**src/shared/tcd_pkg.sv**
```systemverilog
// What this block does
// [RQ1] take bus cycles ahead of the cpu
// [RQ2] move one byte or word per transfer
// [RQ3] request from software trigger or peripheral
// [RQ4] ignore interrupt masks, change no interrupt state
// [RQ5] enabled channel transfers once per request
// [RQ6] requests arriving while pending may merge
// [RQ7] 1m byte space, fixed or forward ends
// [RQ8] never both source and destination forward
// [RQ9] never touch the 00020 to 0003f range
// [RQ10] counter of 64k units per run
// [RQ11] pins, timers, serial, bus, converter, overlay sources
// [RQ12] only first slicer may request transfers
// [RQ13] channel zero wins simultaneous requests
// [RQ14] single mode underflow clears the enable
// [RQ15] repeat mode underflow reloads the counter
// [RQ16] first transfer loads pointer and counter
// [RQ17] fixed pointers writable only while disabled
// [RQ18] enabled forward pointer reads live value
// [RQ19] request bit sets always, clears at start
// [RQ20] rewriting enable restarts the channel
// [RQ21] pointer steps by unit, counter decrements
`default_nettype none
package tcd_pkg;
  localparam int          ADDR_W      = 20;
  localparam int          DATA_W      = 16;
  localparam int          CNT_W       = 16;
  localparam int          REG_AW      = 8;
  localparam int          NUM_CH      = 2;
  // per channel register offsets, channel one sits one stride higher
  localparam logic [7:0]  OFF_SRC     = 8'h00;
  localparam logic [7:0]  OFF_DST     = 8'h04;
  localparam logic [7:0]  OFF_RELOAD  = 8'h08;
  localparam logic [7:0]  OFF_COUNT   = 8'h0c;
  localparam logic [7:0]  OFF_CTRL    = 8'h10;
  localparam logic [7:0]  OFF_SEL     = 8'h14;
  localparam logic [7:0]  CH_STRIDE   = 8'h20;
  // control register bits
  localparam int          B_EN        = 0;
  localparam int          B_REPEAT    = 1;
  localparam int          B_BYTE      = 2;
  localparam int          B_SRC_FWD   = 3;
  localparam int          B_DST_FWD   = 4;
  localparam int          B_REQ       = 5;
  localparam int          B_SWTRIG    = 6;
  localparam int          CTRL_W      = 7;
  // protected range of the controller's own registers
  localparam logic [19:0] PROT_LO     = 20'h00020;
  localparam logic [19:0] PROT_HI     = 20'h0003f;
  // request source select codes
  localparam int          SEL_W       = 5;
  localparam logic [4:0]  SRC_SOFT    = 5'h00;
  localparam logic [4:0]  SRC_PA_FALL = 5'h01;
  localparam logic [4:0]  SRC_PA_BOTH = 5'h02;
  localparam logic [4:0]  SRC_PB_FALL = 5'h03;
  localparam int          SRC_IRQ0    = 4;
  localparam int          NUM_IRQ     = 19;
  localparam int          NUM_SRC     = SRC_IRQ0 + NUM_IRQ;
  localparam logic [19:0] STEP_BYTE   = 20'h00001;
  localparam logic [19:0] STEP_WORD   = 20'h00002;
  typedef enum logic [1:0] {
    ST_IDLE  = 2'b00,
    ST_READ  = 2'b01,
    ST_WRITE = 2'b10
  } tcd_state_type;
endpackage : tcd_pkg
`default_nettype wire

```
**src/hdl/tcd_dma.sv**
```systemverilog
`timescale 1ns/10ps
`default_nettype none
module tcd_dma
  import tcd_pkg::*;
#(
  parameter logic [NUM_SRC-1:0] CH0_SRC_MASK = '1,
  parameter logic [NUM_SRC-1:0] CH1_SRC_MASK = '1
) (
  input  wire logic               clk_sys,
  input  wire logic               rst,
  // register port
  input  wire logic [REG_AW-1:0]  reg_addr,
  input  wire logic [31:0]        reg_wdata,
  input  wire logic               reg_wr,
  input  wire logic               reg_rd,
  output logic      [31:0]        reg_rdata,
  // request sources
  input  wire logic               ext_interrupt_pin_a,
  input  wire logic               ext_interrupt_pin_b,
  input  wire logic [NUM_IRQ-1:0] periph_irq,
  // shared memory bus
  output logic                    cpu_hold,
  output logic      [ADDR_W-1:0]  mem_addr,
  output logic      [DATA_W-1:0]  mem_wdata,
  output logic                    mem_rd,
  output logic                    mem_wr,
  output logic                    mem_byte,
  input  wire logic [DATA_W-1:0]  mem_rdata,
  input  wire logic               mem_ack
);

  // the engine owns the bus for one unit at a time; the cpu only waits
  // while cpu_hold is high, so a stalled memory stalls the cpu as well
  // both channels share one engine; units are never interleaved

  // does an address fall in the protected register range
  function automatic logic is_prot(input logic [ADDR_W-1:0] a);
    is_prot = (a >= PROT_LO) && (a <= PROT_HI);
  endfunction : is_prot

  // which channel and offset a register address selects
  function automatic logic hit(input logic [REG_AW-1:0] a, input int ch,
                               input logic [7:0] off);
    hit = (a == off + (ch[0] ? CH_STRIDE : 8'h00));
  endfunction : hit

  // channel state
  logic [ADDR_W-1:0] src_ptr [NUM_CH];
  logic [ADDR_W-1:0] dst_ptr [NUM_CH];
  logic [ADDR_W-1:0] fwd_ptr [NUM_CH];
  logic [CNT_W-1:0]  reload  [NUM_CH];
  logic [CNT_W-1:0]  count   [NUM_CH];
  logic [SEL_W-1:0]  sel     [NUM_CH];
  logic [NUM_CH-1:0] en;
  logic [NUM_CH-1:0] repeat_mode;
  logic [NUM_CH-1:0] byte_unit;
  logic [NUM_CH-1:0] src_fwd;
  logic [NUM_CH-1:0] dst_fwd;
  logic [NUM_CH-1:0] req;
  logic [NUM_CH-1:0] first;
  logic [NUM_CH-1:0] trig;
  logic [NUM_CH-1:0] start;
  logic [NUM_CH-1:0] done;

  // transfer engine state
  // cur_ch remembers whose pointer and counter advance at done
  tcd_state_type     state;
  logic              cur_ch;
  logic [ADDR_W-1:0] wr_addr;
  logic [DATA_W-1:0] data_hold;
  logic              pick_ch;
  logic              pick_any;
  logic [ADDR_W-1:0] pick_fwd;
  logic [ADDR_W-1:0] pick_src;
  logic [ADDR_W-1:0] pick_dst;

  // pin synchronisers and agreed levels
  logic [2:0]        sync_a;
  logic [2:0]        sync_b;
  logic              lvl_a;
  logic              lvl_b;
  logic              fall_a;
  logic              rise_a;
  logic              fall_b;
  logic [NUM_SRC-1:0] events;

  // pins are asynchronous: three stages keep metastability away from the
  // request logic, and a level counts only once two stages agree, which
  // also drops single-cycle glitches
  // three flop synchronisers on both pins
  always_ff @(posedge clk_sys or posedge rst) begin
    if (rst) begin
      sync_a <= 3'h7;
      sync_b <= 3'h7;
    end else begin
      sync_a <= {sync_a[1:0], ext_interrupt_pin_a};
      sync_b <= {sync_b[1:0], ext_interrupt_pin_b};
    end
  end

  // a level change counts once the second and third stage agree
  always_ff @(posedge clk_sys or posedge rst) begin
    if (rst) begin
      lvl_a <= 1'b1;
      lvl_b <= 1'b1;
    end else begin
      if (sync_a[1] == sync_a[2]) lvl_a <= sync_a[2];
      if (sync_b[1] == sync_b[2]) lvl_b <= sync_b[2];
    end
  end

  assign fall_a = (sync_a[1] == sync_a[2]) && lvl_a && !sync_a[2];
  assign rise_a = (sync_a[1] == sync_a[2]) && !lvl_a && sync_a[2];
  assign fall_b = (sync_b[1] == sync_b[2]) && lvl_b && !sync_b[2];

  // periph_irq pulses come from this clock domain and need no synchroniser
  // request source vector; slot zero is software only
  // no second slicer input exists in this vector (see [RQ12])
  assign events = {periph_irq, fall_b, fall_a | rise_a, fall_a, 1'b0}; // see [RQ11]

  // a channel that loses arbitration keeps its request bit set and is
  // served once the engine is idle again; channel zero wins a tie
  // channel priority and pointer selection for the next transfer
  always_comb begin
    pick_any = 1'b0;
    pick_ch  = 1'b0;
    if (req[0] && en[0]) begin // see [RQ13]
      pick_any = 1'b1;
      pick_ch  = 1'b0;
    end else if (req[1] && en[1]) begin // see [RQ5]
      pick_any = 1'b1;
      pick_ch  = 1'b1;
    end
    // first transfer after activation uses the programmed pointer
    if (first[pick_ch]) begin // see [RQ16]
      pick_fwd = src_fwd[pick_ch] ? src_ptr[pick_ch] : dst_ptr[pick_ch];
    end else begin
      pick_fwd = fwd_ptr[pick_ch];
    end
    pick_src = src_fwd[pick_ch] ? pick_fwd : src_ptr[pick_ch]; // see [RQ7]
    pick_dst = dst_fwd[pick_ch] ? pick_fwd : dst_ptr[pick_ch];
  end

  // start clears the request in the cycle the engine leaves idle;
  // done marks the edge at which pointer and counter advance
  // start and completion pulses per channel
  always_comb begin
    start = '0;
    done  = '0;
    if (state == ST_IDLE && pick_any) start[pick_ch] = 1'b1;
    if (state == ST_WRITE && (mem_ack || !mem_wr)) done[cur_ch] = 1'b1;
  end

  // one copy of the register set per channel, addressed by stride
  // per channel registers
  for (genvar c = 0; c < NUM_CH; c++) begin : g_ch
    logic wr_src;
    logic wr_dst;
    logic wr_ctrl;
    logic [NUM_SRC-1:0] mask;
    assign mask    = (c == 0) ? CH0_SRC_MASK : CH1_SRC_MASK;
    assign wr_src  = reg_wr && hit(reg_addr, c, OFF_SRC);
    assign wr_dst  = reg_wr && hit(reg_addr, c, OFF_DST);
    assign wr_ctrl = reg_wr && hit(reg_addr, c, OFF_CTRL);

    // selected trigger: peripheral, pin edge or software write
    assign trig[c] = (wr_ctrl && reg_wdata[B_SWTRIG]) // see [RQ3]
                   || ((sel[c] < SEL_W'(NUM_SRC)) && mask[sel[c]] && events[sel[c]]);

    // several requests before the start clear collapse into one transfer,
    // so software must not count requests to predict transfers
    // request bit: hardware set wins over start and software clear
    always_ff @(posedge clk_sys or posedge rst) begin
      if (rst) begin
        req[c] <= 1'b0;
      end else if (trig[c]) begin
        req[c] <= 1'b1; // see [RQ19] and [RQ6]
      end else if (start[c] || (wr_ctrl && !reg_wdata[B_REQ])) begin
        req[c] <= 1'b0; // see [RQ19]
      end
    end

    // pointer registers; fixed ones locked while enabled
    always_ff @(posedge clk_sys or posedge rst) begin
      if (rst) begin
        src_ptr[c] <= '0;
        dst_ptr[c] <= '0;
      end else begin
        if (wr_src && (src_fwd[c] || !en[c])) src_ptr[c] <= reg_wdata[ADDR_W-1:0]; // see [RQ17]
        if (wr_dst && (dst_fwd[c] || !en[c])) dst_ptr[c] <= reg_wdata[ADDR_W-1:0]; // see [RQ17]
      end
    end

    // reload value and source selection
    always_ff @(posedge clk_sys or posedge rst) begin
      if (rst) begin
        reload[c] <= '0;
        sel[c]    <= SRC_SOFT;
      end else begin
        if (reg_wr && hit(reg_addr, c, OFF_RELOAD)) reload[c] <= reg_wdata[CNT_W-1:0];
        if (reg_wr && hit(reg_addr, c, OFF_SEL))    sel[c]    <= reg_wdata[SEL_W-1:0];
      end
    end

    // the live pointer is loaded from the programmed pointer only at the
    // first start after enabling; later writes to a forward pointer land
    // in the programmed copy and take effect at the next restart
    // mode bits; forward on both ends is refused by dropping destination forward
    always_ff @(posedge clk_sys or posedge rst) begin
      if (rst) begin
        repeat_mode[c] <= 1'b0;
        byte_unit[c]   <= 1'b0;
        src_fwd[c]     <= 1'b0;
        dst_fwd[c]     <= 1'b0;
      end else if (wr_ctrl) begin
        repeat_mode[c] <= reg_wdata[B_REPEAT];
        byte_unit[c]   <= reg_wdata[B_BYTE]; // see [RQ2]
        src_fwd[c]     <= reg_wdata[B_SRC_FWD];
        dst_fwd[c]     <= reg_wdata[B_DST_FWD] && !reg_wdata[B_SRC_FWD]; // see [RQ8]
      end
    end

    // enable, restart flag, live pointer and counter
    always_ff @(posedge clk_sys or posedge rst) begin
      if (rst) begin
        en[c]      <= 1'b0;
        first[c]   <= 1'b0;
        fwd_ptr[c] <= '0;
        count[c]   <= '0;
      end else begin
        if (start[c] && first[c]) begin
          fwd_ptr[c] <= pick_fwd; // see [RQ16]
          count[c]   <= reload[c];
          first[c]   <= 1'b0;
        end
        // a counter at zero marks the last unit of the run: a reload
        // value of n therefore yields n plus one units
        if (done[c]) begin
          fwd_ptr[c] <= fwd_ptr[c] + (byte_unit[c] ? STEP_BYTE : STEP_WORD); // see [RQ21]
          if (count[c] == '0) begin
            if (repeat_mode[c]) begin
              count[c] <= reload[c]; // see [RQ15]
            end else begin
              en[c] <= 1'b0; // see [RQ14]
            end
          end else begin
            count[c] <= count[c] - 1'b1; // see [RQ10]
          end
        end
        // software write of the enable overrides, a one restarts
        if (wr_ctrl) begin
          en[c]    <= reg_wdata[B_EN];
          first[c] <= reg_wdata[B_EN]; // see [RQ20]
        end
      end
    end
  end

  // a protected address is driven on mem_addr but never strobed: a skipped read yields
  // zero and a skipped write is dropped silently; this keeps a runaway
  // pointer from rewriting the channel registers
  // transfer engine: steal one read and one write cycle per unit
  always_ff @(posedge clk_sys or posedge rst) begin
    if (rst) begin
      state     <= ST_IDLE;
      cur_ch    <= 1'b0;
      cpu_hold  <= 1'b0;
      mem_addr  <= '0;
      mem_rd    <= 1'b0;
      mem_wr    <= 1'b0;
      mem_byte  <= 1'b0;
      wr_addr   <= '0;
      data_hold <= '0;
    end else begin
      case (state)
        ST_IDLE: begin
          if (pick_any) begin
            state    <= ST_READ;
            cur_ch   <= pick_ch;
            cpu_hold <= 1'b1; // see [RQ1]
            mem_addr <= pick_src;
            mem_rd   <= !is_prot(pick_src); // see [RQ9]
            mem_byte <= byte_unit[pick_ch];
            wr_addr  <= pick_dst;
          end
        end
        ST_READ: begin
          if (mem_ack || !mem_rd) begin
            state     <= ST_WRITE;
            data_hold <= mem_rd ? mem_rdata : '0;
            mem_rd    <= 1'b0;
            mem_addr  <= wr_addr;
            mem_wr    <= !is_prot(wr_addr); // see [RQ9]
          end
        end
        ST_WRITE: begin
          if (mem_ack || !mem_wr) begin
            state    <= ST_IDLE;
            mem_wr   <= 1'b0;
            cpu_hold <= 1'b0;
          end
        end
        default: begin
          state <= ST_IDLE;
        end
      endcase
    end
  end

  // write data follows the captured read data
  assign mem_wdata = data_hold;

  // the read mux samples live state; a forward pointer read while the
  // channel runs may change between two reads of the same register
  // register read: one cycle later; live pointer while enabled
  always_ff @(posedge clk_sys or posedge rst) begin
    if (rst) begin
      reg_rdata <= '0;
    end else if (reg_rd) begin
      reg_rdata <= '0;
      for (int c = 0; c < NUM_CH; c++) begin
        if (hit(reg_addr, c, OFF_SRC)) begin
          reg_rdata <= 32'(en[c] && src_fwd[c] && !first[c] ? fwd_ptr[c] : src_ptr[c]); // see [RQ18]
        end
        if (hit(reg_addr, c, OFF_DST)) begin
          reg_rdata <= 32'(en[c] && dst_fwd[c] && !first[c] ? fwd_ptr[c] : dst_ptr[c]); // see [RQ18]
        end
        if (hit(reg_addr, c, OFF_RELOAD)) reg_rdata <= 32'(reload[c]);
        if (hit(reg_addr, c, OFF_COUNT))  reg_rdata <= 32'(count[c]);
        if (hit(reg_addr, c, OFF_SEL))    reg_rdata <= 32'(sel[c]);
        if (hit(reg_addr, c, OFF_CTRL)) begin
          reg_rdata <= 32'({req[c], dst_fwd[c], src_fwd[c], byte_unit[c],
                            repeat_mode[c], en[c]});
        end
      end
    end
  end

  // requests ignore any cpu interrupt mask; no interrupt flag is touched
  // interrupt state is neither read nor written here (see [RQ4])

endmodule : tcd_dma
`default_nettype wire

```
**config.mk**
```make
export PLATFORM = sky130hd
export DESIGN_NAME = tcd_dma
export DESIGN_NICKNAME = d
export VERILOG_FILES = /design/src/shared/tcd_pkg.sv /design/src/hdl/tcd_dma.sv
export SDC_FILE = /design/constraint.sdc
export NUM_CORES = 1
export LEC_CHECK = 0
export BUFFER_PORTS_ARGS = -buffer_cell sky130_fd_sc_hd__clkbuf_2
export CAP_MARGIN = 15
export CORE_AREA = 2 2 204 206
export CTS_BUF_LIST = sky130_fd_sc_hd__clkbuf_4 sky130_fd_sc_hd__clkbuf_8 sky130_fd_sc_hd__clkbuf_16
export DETAILED_ROUTE_END_ITERATION = 12
export DIE_AREA = 0 0 206 208
export PLACE_DENSITY = 0.76
export SYNTH_ARGS = -nofsm -noshare
export SYNTH_HDL_FRONTEND = slang
export SYNTH_SLANG_ARGS = --single-unit
```
**constraint.sdc**
```tcl
create_clock -name clk_sys -period 8.65 [get_ports clk_sys]
set_input_delay 0.865 -clock clk_sys [delete_from_list [all_inputs] [get_ports clk_sys]]
set_output_delay 0.865 -clock clk_sys [all_outputs]
set_load 0.01 [all_outputs]
```
# --- Yosys cells after proc, flatten, opt, wreduce, memory -nomap -nowiden ---
# Memories as Yosys holds them, arrays and structs flattened.
# Index checks and enable logic that the tools add are counted.
op_classes:
  addsub: 4
  n_lt_le_gt_ge: 13
  n_eq_ne: 20
  muxes: 98
  bitwise_logic: 2
  n_reduce_logical: 95
op_table:
  columns: ["cell", "n"]
  rows:
  - ["$mux W20", 24]
  - ["$mux W32", 11]
  - ["$mux W16", 9]
  - ["$eq A8 B6 Y1 const B", 6]
  - ["$logic_and A1 B1 Y1", 47]
  - ["$add A20 B2 Y20", 2]
  - ["$ge A20 B6 Y1 const B", 2]
  - ["$le A20 B6 Y1 const B", 2]
  - ["$pmux W20 S2", 1]
  - ["$mux W1", 38]
  - ["$logic_not A16 Y1", 2]
  - ["$sub A16 B1 Y16 const B", 2]
  - ["$reduce_bool A2 Y1", 13]
  - ["$reduce_and A3 Y1", 6]
  - ["$eq A8 B4 Y1 const B", 2]
  - ["$eq A8 B5 Y1 const B", 2]
  - ["$mux W2", 7]
  - ["$logic_not A1 Y1", 13]
  - ["$lt A5 B6 Y1 const B", 2]
  - ["$bmux W1 S5", 2]
  - ["$logic_or A1 B1 Y1", 10]
  - ["$lt A5 B5 Y1 const B", 2]
  - ["$eq A8 B3 Y1 const B", 1]
  - ["$logic_not A8 Y1", 1]
  - ["other kinds (15)", 25]
word_totals:
  regBits: 311
  mem_bits_ro: 64
  input_bits: 82
  output_inout_bits: 72
  wordCells: 274
  mem_count: 2
memory_table:
  columns: ["name", "words", "word_bits", "rd", "rd_clocked_by_memory_dff", "wr", "line_no", "rtl"]
  rows:
  - ["(no name shown)", 32, 1, 1, 0, 0, "tcd_dma.sv:168", "|| ((sel[c] < SEL_W'(NUM_SRC)) && mask[sel[c]] && events[sel[c]]);"]
  - ["(no name shown)", 32, 1, 1, 0, 0, "tcd_dma.sv:168", null]

# --- Longest topological paths before layout ---
# Gate-level depths: netlist of the first run.
depth:
  ltp_word: 15
  mapped_depth: 10
  ltp_nobuf: 8

# --- Worst setup path before layout of the first run ---
# Ideal clock, no wire load.
synth_path:
  kind: "input -> register"
  from: "input port reg_addr[7]"
  to: "register reg_rdata[10]"
  setup_ns: 0.092
  arrival_ns: 2.578
  required_ns: 8.558
  path_slack_ns: 5.979
  stages: 8
  n_path_buf: 2
  cell_sequence: "or2_1 buf_2 or3_4 or3_4 buf_6 o32ai_2 a22oi_1 o31ai_2"
synth_between:
  elab_chain_len: 13
  word_cells_on_any_way: 24
  classes_between: "11 x eq/ne; 12 x mux; 1 x reduce/logical"
synth_rtl:
  columns: ["element", "line_no", "rtl"]
  rows:
  - ["start, declared", "tcd_dma.sv:12", "input wire logic [REG_AW-1:0] reg_addr,"]
  - ["$logic_not A8 Y1", "tcd_dma.sv:44", "hit = (a == off + (ch[0] ? CH_STRIDE : 8'h00));"]
  - ["$mux W20", "tcd_dma.sv:322", "if (hit(reg_addr, c, OFF_SRC)) begin"]
  - ["$mux W32", "tcd_dma.sv:325", "if (hit(reg_addr, c, OFF_DST)) begin"]
  - ["$mux W32", "tcd_dma.sv:328", "if (hit(reg_addr, c, OFF_RELOAD)) reg_rdata <= 32'(reload[c]);"]
  - ["$mux W32", "tcd_dma.sv:329", "if (hit(reg_addr, c, OFF_COUNT)) reg_rdata <= 32'(count[c]);"]
  - ["$mux W32", "tcd_dma.sv:330", "if (hit(reg_addr, c, OFF_SEL)) reg_rdata <= 32'(sel[c]);"]
  - ["$mux W32", "tcd_dma.sv:331", "if (hit(reg_addr, c, OFF_CTRL)) begin"]
  - ["$mux W32", "tcd_dma.sv:322", null]
  - ["$mux W32", "tcd_dma.sv:325", null]
  - ["$mux W32", "tcd_dma.sv:328", null]
  - ["$mux W32", "tcd_dma.sv:329", null]
  - ["$mux W32", "tcd_dma.sv:330", null]
  - ["$mux W32 (*)", "tcd_dma.sv:331", null]
  - ["end signal, assigned", "tcd_dma.sv:328", null]
  - ["end signal, assigned", "tcd_dma.sv:329", null]
  - ["end signal, assigned", "tcd_dma.sv:330", null]
  - ["end, declared", "tcd_dma.sv:16", "output logic [31:0] reg_rdata,"]
# Every way passes the cells marked *; elsewhere a longest branch is shown, timed or not.
# A chain may end at the register's enable or synchronous reset.

# --- Final worst setup path of the first run ---
layout_path:
  from: "register en[0]"
  to: "register wr_addr[9]"
layout_between:
  elab_chain_len: 9
  word_cells_on_any_way: 23
  classes_between: "20 x mux; 1 x bitwise; 2 x reduce/logical"
layout_rtl:
  columns: ["element", "line_no", "rtl"]
  rows:
  - ["start, declared", "tcd_dma.sv:54", "logic [NUM_CH-1:0] en;"]
  - ["start signal, assigned by index", "tcd_dma.sv:252", "en[c] <= reg_wdata[B_EN];"]
  - ["$logic_and A1 B1 Y1 (*)", "tcd_dma.sv:127", "if (req[0] && en[0]) begin"]
  - ["$mux W1", "tcd_dma.sv:127", null]
  - ["$not A1 Y2 (not written as such)", "tcd_dma.sv:136, tcd_dma.sv:138, tcd_dma.sv:141", null]
  - ["$mux W20 (on tied branches) (3 in series)", "tcd_dma.sv:136, tcd_dma.sv:141", null]
  - ["$mux W20", "tcd_dma.sv:136", "pick_fwd = src_fwd[pick_ch] ? src_ptr[pick_ch] : dst_ptr[pick_ch];"]
  - ["$mux W20", "tcd_dma.sv:135", "if (first[pick_ch]) begin"]
  - ["$mux W20", "tcd_dma.sv:141", "pick_dst = dst_fwd[pick_ch] ? pick_fwd : dst_ptr[pick_ch];"]
  - ["end signal, assigned", "tcd_dma.sv:284", "wr_addr <= pick_dst;"]
  - ["end, declared", "tcd_dma.sv:69", "logic [ADDR_W-1:0] wr_addr;"]
# Every way passes the cells marked *; elsewhere a longest branch is shown, timed or not. The select of a mux whose other input is x is not followed.

==> impl_metrics.py, run 1 <==
metrics = {
    "status": {
        "status": "finished clean",
    },
    "drt": {
        "drc": 0,
        "drt-total-wl_mm": 61.2,
        "antenna_left": 0,
        "drt_iter0_drc": 2023,
        "drt-wirelength-per-cell_um": 24.1,
        "first_pass_iters": 7,
        "vias": 16400,
        "vias_per_cell": 6.46,
    },
    "critical_path": {
        "cp_common_cell": "nand2_1",
        "r2r-start": "en[0]",
        "cp.required_ns": 9.08,
        "reg2reg_slack_ns": 5.14,
        "worst-setup-path-type": "reg2reg",
        "worst_path_max_delay_cell": "buf_4",
        "r2r_end": "wr_addr[9]",
        "cp_max_fo": 59,
        "end_kind": "register",
        "ff2ff_path_depth": 6,
        "slowest_delay_ns": 0.75,
        "arrival_ns": 3.95,
        "path_delay_family": "simple AND/OR/NAND/NOR gates",
        "cp_num_buf_inv": 1,
        "startpoint_type": "register",
        "cp_cell_sequence": "nand2_1 > nand2_2 > buf_4 > mux2_2 > nand2_1 > o21ai_0",
    },
    "timing": {
        "worstMarginPinSlew_ns": 1.18,
        "fin_crit_ns": 3.51,
        "fin_crit_sh_pct": 40.6,
        "finalSetupTns_ns": 0,
        "rsz0062_at_grt": "no",
        "skew_ns": 0.0235,
        "hold_viol_final": 0,
        "slew_headroom_pct": 20.7,
        "finalSetupViolCount": 0,
        "fmax_mhz": 285,
        "slew_viol_final": 0,
    },
    "yosys": {
        "yosysTopAreaCell": "dfrtp_1",
        "yosysMostFrequentCell": "dfrtp_1",
        "synthCells": 1934,
        "netlist_top_cells_count": "dfrtp_1, nand2_1, mux2_2",
        "synth-seq-area-share_pct": 41.4,
        "synth_edf_count": 0,
        "ys.flop_type": "dfrtp_1",
        "syn-mean-instance-area_sq_um": 9.35,
        "synth_top_area_share_pct": 40.3,
        "synth.distinct_cells": 83,
        "synth_area_leaders": "dfrtp_1, mux2_2, mux2i_1",
        "yosys_warnings": 0,
        "synth_async_sr_flop_share_pct": 100,
        "syn_area_sq_um": 18100,
        "ys_ff_latch": 299,
    },
    "cts": {
        "cts_buffers": 36,
        "post-cts-setup-buffers": 0,
        "insertion_delay_ns": 0.55,
        "cts.clk_slew.worst_paths_ns": 0.06,
        "cts_tree": "built",
        "clock_sinks": 299,
        "clockBufferDepth": 3,
        "htree_num_levels": 2,
        "cts_resized": 0,
        "ctsHoldBuffers": 0,
        "cts_root_buffer": "clkbuf_16",
    },
    "floorplan": {
        "fp.dieH_um": 208,
        "initial_utilization_pct": 44.6,
        "placementRows": 74,
        "die-area_sq_um": 42800,
        "ios": 154,
        "core_area_sq_um": 40600,
        "fp.dieW_um": 206,
    },
    "global_route": {
        "grt_pass1_wl_mm": 93.3,
        "overflow": 0,
        "grt_pass1_vias": 15700,
        "antenna_found_initial": 0,
        "grt_usage_pct": 28.1,
        "grt_max_degree": 161,
    },
    "placement": {
        "portBuffers": 129,
        "dp_hpwl_mm": 44.2,
        "gp_congestion": 0.996,
    },
    "cells_and_area": {
        "drive_gt1_share_pct": 21.8,
        "area_delta_synth_final_pct": 12.3,
        "final_nets": 2070,
        "final_util_pct": 50.0,
        "nFillCells": 3729,
        "diodes": 0,
        "seq_area_sq_um": 7490,
        "multiInputGateArea_sq_um": 9890,
    },
    "min_path": {
        "holdPathStages": 0,
        "hold_path_class": "reg2reg",
        "min_from": "sync_a[0]",
        "whs_endpoint": "sync_a[1]",
    },
    "pwr": {
        "p_leak_nw": 9.37,
        "ir_drop_v": 0.000124,
        "p_per_area_nw_per_um2": 216,
    },
    "job": {
        "cap_viol_max_count": 0,
    },
}
per-stage QoR:
step | hold slack (ns) | area (sq um) | std cells | setup slack [ns] | power (mW)
2_1_floorplan | 0.345 | 18100 | 1945 | 3.82 | 2.40
3_3_place_gp | 0.346 | 19000 | 2472 | 5.09 | 2.71
3_5_place_dp | 0.348 | 19000 | 2472 | 5.02 | 2.75
4_1_cts | 0.358 | 20300 | 2535 | 5.19 | 4.39
5_1_grt | 0.363 | 20300 | 2535 | 4.92 | 4.58
6_report | 0.355 | 20300 | 2535 | 5.14 | 4.39
layer usage:
metal	wire length, um	GRT usage [%]
met5	0	0
met4	2370	10.5
met3	6450	5.84
met2	27200	43.0
met1	25100	39.2
power by group:
group          switching [mW]  internal (mW)
clock                   0.621           1.02
sequential              0.266           1.59
combinational           0.536          0.353
total                    1.42           2.97
layout make-up:
class / instances / share of cell area [%]
Clock inverter: 12 / 0.980
Timing Repair Buffer: 156 / 4.24
Tap cell: 532 / 3.28
Clock buffer: 51 / 5.33
Sequential cell: 299 / 36.9
Inverter: 28 / 0.536
Multi-Input combinational cell: 1457 / 48.7
sequential cells by signal (all words and copies together) (netlist names), 3 cells and up:
name / cells
wr_addr: 20
dst_ptr: 40
mem_wdata: 16
mem_addr: 20
reg_rdata: 20
src_ptr: 40
sync_a: 3
reload: 32
count: 32
sel: 10
sync_b: 3
fwd_ptr: 40
how the worst max path moves through the flow:
stage	slack (ns)	startpoint	depth (start not counted)	endpoint
CTS	5.19	en[0]	6	wr_addr[9]
floorplan	3.82	rst	1	byte_unit[0]
finish	5.14	en[0]	6	wr_addr[9]
detailed placement	5.02	mem_ack	7	mem_addr[0]
global placement	5.09	mem_ack	7	mem_addr[1]
global route	4.92	en[0]	6	wr_addr[5]
cell usage in the layout, fill, tap and decap left out, types with 10 or more instances in the layout:
master / n
or3_1: 12
clkbuf_16: 37
mux2_2: 154
o221ai_1: 14
a32oi_1: 10
nand3b_1: 13
o21ai_0: 151
inv_1: 27
and3_1: 22
nor2_1: 141
o22ai_1: 30
buf_4: 26
nor3_1: 35
clkbuf_2: 129
conb_1: 12
nand2b_1: 14
nand3_1: 55
nand2_1: 230
a22oi_1: 18
dfrtp_1: 291
mux2i_1: 131
a21oi_1: 84
o211ai_1: 33
and2_1: 13
a211oi_1: 19
a31oi_1: 37
nand4_1: 20
nor4_1: 20
nor2b_1: 14
logic make-up after synthesis:
group,synth area share [%]
multiplexers,17.8
AND/OR/NAND/NOR,16.8
other,0.0207
buffers and inverters,4.46
AO/OA/AOI/OAI,17.9
adder cells (fa/ha/maj),0.886
flip-flops,41.4
XOR/XNOR,0.581
Note: power is estimated with default switching activity, not from simulation.
==> run 2, diff against run 1 <==
--- a/config.mk
+++ b/config.mk
@@ -11,7 +11,7 @@
 export CTS_BUF_LIST = sky130_fd_sc_hd__clkbuf_4 sky130_fd_sc_hd__clkbuf_8 sky130_fd_sc_hd__clkbuf_16
 export DETAILED_ROUTE_END_ITERATION = 12
 export DIE_AREA = 0 0 206 208
-export PLACE_DENSITY = 0.76
+export PLACE_DENSITY = 0.73
 export SYNTH_ARGS = -nofsm -noshare
 export SYNTH_HDL_FRONTEND = slang
 export SYNTH_SLANG_ARGS = --single-unit
==> constraint.sdc (replaced) <==
create_clock -name clk_sys -period 3.66 [get_ports clk_sys]
set_input_delay 0.366 -clock clk_sys [delete_from_list [all_inputs] [get_ports clk_sys]]
set_output_delay 0.366 -clock clk_sys [all_outputs]
set_load 0.01 [all_outputs]
==> impl_metrics.py, run 2 (synthesis gave the netlist of run 1 again) <==
metrics = {
    "status": {
        "status": "finished, violations left",
        "violations": "negative hold slack",
    },
    "cells_and_area": {
        "final_cell_mix": "dfrtp_1, nand2_1, mux2_2",
        "final_area_sq_um": 20400,
        "multiInputGateArea_sq_um": 9890,
        "drive_gt1_share_pct": 22.6,
        "reg.largest.list": "dst_ptr: 40 flops, fwd_ptr: 40 flops, src_ptr: 40 flops",
        "seq_area_sq_um": 7490,
        "final_nets": 2094,
        "diodes": 0,
        "final_util_pct": 50.4,
        "nFillCells": 3736,
        "final_common_cell": "dfrtp_1",
        "area_delta_synth_final_pct": 13.1,
    },
    "critical_path": {
        "ff2ff_path_depth": 6,
        "slowest_delay_ns": 0.61,
        "worst_path_max_delay_cell": "dfrtp_1",
        "worst-setup-path-type": "reg2reg",
        "arrival_ns": 3.55,
        "cp.required_ns": 4.10,
        "startpoint_type": "register",
        "cp_cell_sequence": "nand2_1 > nand2_2 > buf_4 > mux2_2 > nand2_1 > o21ai_0",
        "cp_common_cell": "nand2_1",
        "cp_max_fo": 26,
        "end_kind": "register",
    },
    "drt": {
        "vias_per_cell": 6.48,
        "drt-wirelength-per-cell_um": 24.3,
        "drt-total-wl_mm": 62.3,
        "drt_iter0_drc": 1899,
        "vias": 16600,
        "antenna_left": 0,
        "drc": 0,
        "first_pass_iters": 6,
    },
    "placement": {
        "portBuffers": 129,
        "dp_hpwl_mm": 45.5,
        "placed_cell_area_sq_um": 19200,
        "gp_congestion": 0.969,
    },
    "cts": {
        "htree_num_levels": 2,
        "cts.clk_slew.worst_paths_ns": 0.06,
        "cts_buffers": 36,
        "clock_sinks": 299,
        "cts_resized": 0,
        "insertion_delay_ns": 0.54,
        "cts_tree": "built",
        "cts_root_buffer": "clkbuf_16",
        "clockBufferDepth": 3,
    },
    "timing": {
        "skew_ns": 0.0152,
        "fin_crit_sh_pct": 85.2,
        "fmax_mhz": 321,
        "worstMarginPinSlew_ns": 0.926,
        "whs_ns": -0.0107,
        "finalSetupViolCount": 0,
        "slew_headroom_pct": 38.0,
        "fin_crit_ns": 3.12,
        "hold_viol_final": 4,
        "rsz0062_at_grt": "no",
        "slew_viol_final": 0,
    },
    "floorplan": {
        "ios": 154,
        "core_area_sq_um": 40600,
        "fp.dieW_um": 206,
        "fp.dieH_um": 208,
        "initial_utilization_pct": 44.6,
        "die-area_sq_um": 42800,
        "placementRows": 74,
    },
    "global_route": {
        "grt.busiest_layer": "met2",
        "grt_usage_pct": 28.9,
        "grt_use_met2_pct": 44.2,
        "met1_usage_pct": 40.3,
        "grt_max_degree": 81,
        "use_met3_pct": 6.20,
        "overflow": 0,
        "grt_pass1_vias": 15900,
        "grt_pass1_wl_mm": 95.7,
        "antenna_found_initial": 2,
    },
    "min_path": {
        "hold_path_class": "in2async",
    },
    "pwr": {
        "p_per_area_nw_per_um2": 500,
        "ir_drop_v": 0.000324,
        "p_leak_nw": 9.47,
        "total_power_mw": 10.2,
    },
    "job": {
        "cap_viol_max_count": 0,
    },
}
## run 2: cell count changes in the layout (fill, tap and decap cells not counted)
cell,previous run,this run
buf_12,1,4
buf_4,26,45
bufinv_16,5,3
clkbuf_4,6,8
clkbuf_8,8,5
clkinv_1,0,1
clkinv_2,2,5
clkinv_4,1,0
clkinvlp_4,5,3
dlygate4sd3_1,0,2
inv_6,0,2
## run 2: timing repair
item | CTS | global route
hold buffers | 2 | 0
endpoints found under the setup margin | 0 | 0
hold endpoints to repair | 2 | 0
buffers inserted | 0 | 0
## run 2: path summary, 6_finish.rpt
path / start / slack [ns] / to
worst max-delay path: en[0] / 0.54 / wr_addr[12]
worst min-delay path: rst / -0.01 / mem_addr[2]
worst max register to register: en[0] / 0.54 / wr_addr[12]
worst min register to register: sync_b[0] / 0.35 / sync_b[1]
max in group asynchronous: rst / 2.66 / lvl_b
min in group clk_sys: mem_rdata[3] / 0.06 / mem_wdata[3]
## run 2: report_power, final
group	switching, mW	internal, mW
registers	0.632	3.77
clock network	1.46	2.23
logic	1.28	0.860
total	3.37	6.86
## run 2: worst max-delay path: cells and delay by family (launching register included)
| kind | cells | cell delay (ns) |
|---|---|---|
| simple gates | 3 | 1.12 |
| mux | 1 | 0.59 |
| flops | 1 | 0.61 |
| buf+inv | 1 | 0.37 |
| compound gates | 1 | 0.31 |
## run 2: through the flow
step / setup TNS, ns / hold slack (ns) / worst slack [ns] / cells
3_3_place_gp: 0 / 0.346 / 0.780 / 2494
6_report: 0 / -0.0107 / 0.543 / 2559
4_1_cts: 0 / 0.00324 / 0.696 / 2559
5_1_grt: 0 / 0.0410 / 0.425 / 2559
2_1_floorplan: -195.71 / 0.345 / -0.673 / 1945
3_5_place_dp: 0 / 0.349 / 0.729 / 2494
## run 2: layout make-up
type	count	share of cell area [%]
timing repair buffer	180	5.30
tap	532	3.26
inverter	28	0.532
sequential	299	36.7
multi-input combinational	1457	48.4
clock buffer	50	5.16
clock inverter	13	0.741
## run 2: metal layers
metal  routed length [um]  vias to the layer above
met4                 2060                        4
met5                   24                        -
met3                 6380                      167
met2                27900                      980
li1                     -                     7273
met1                25900                     8155
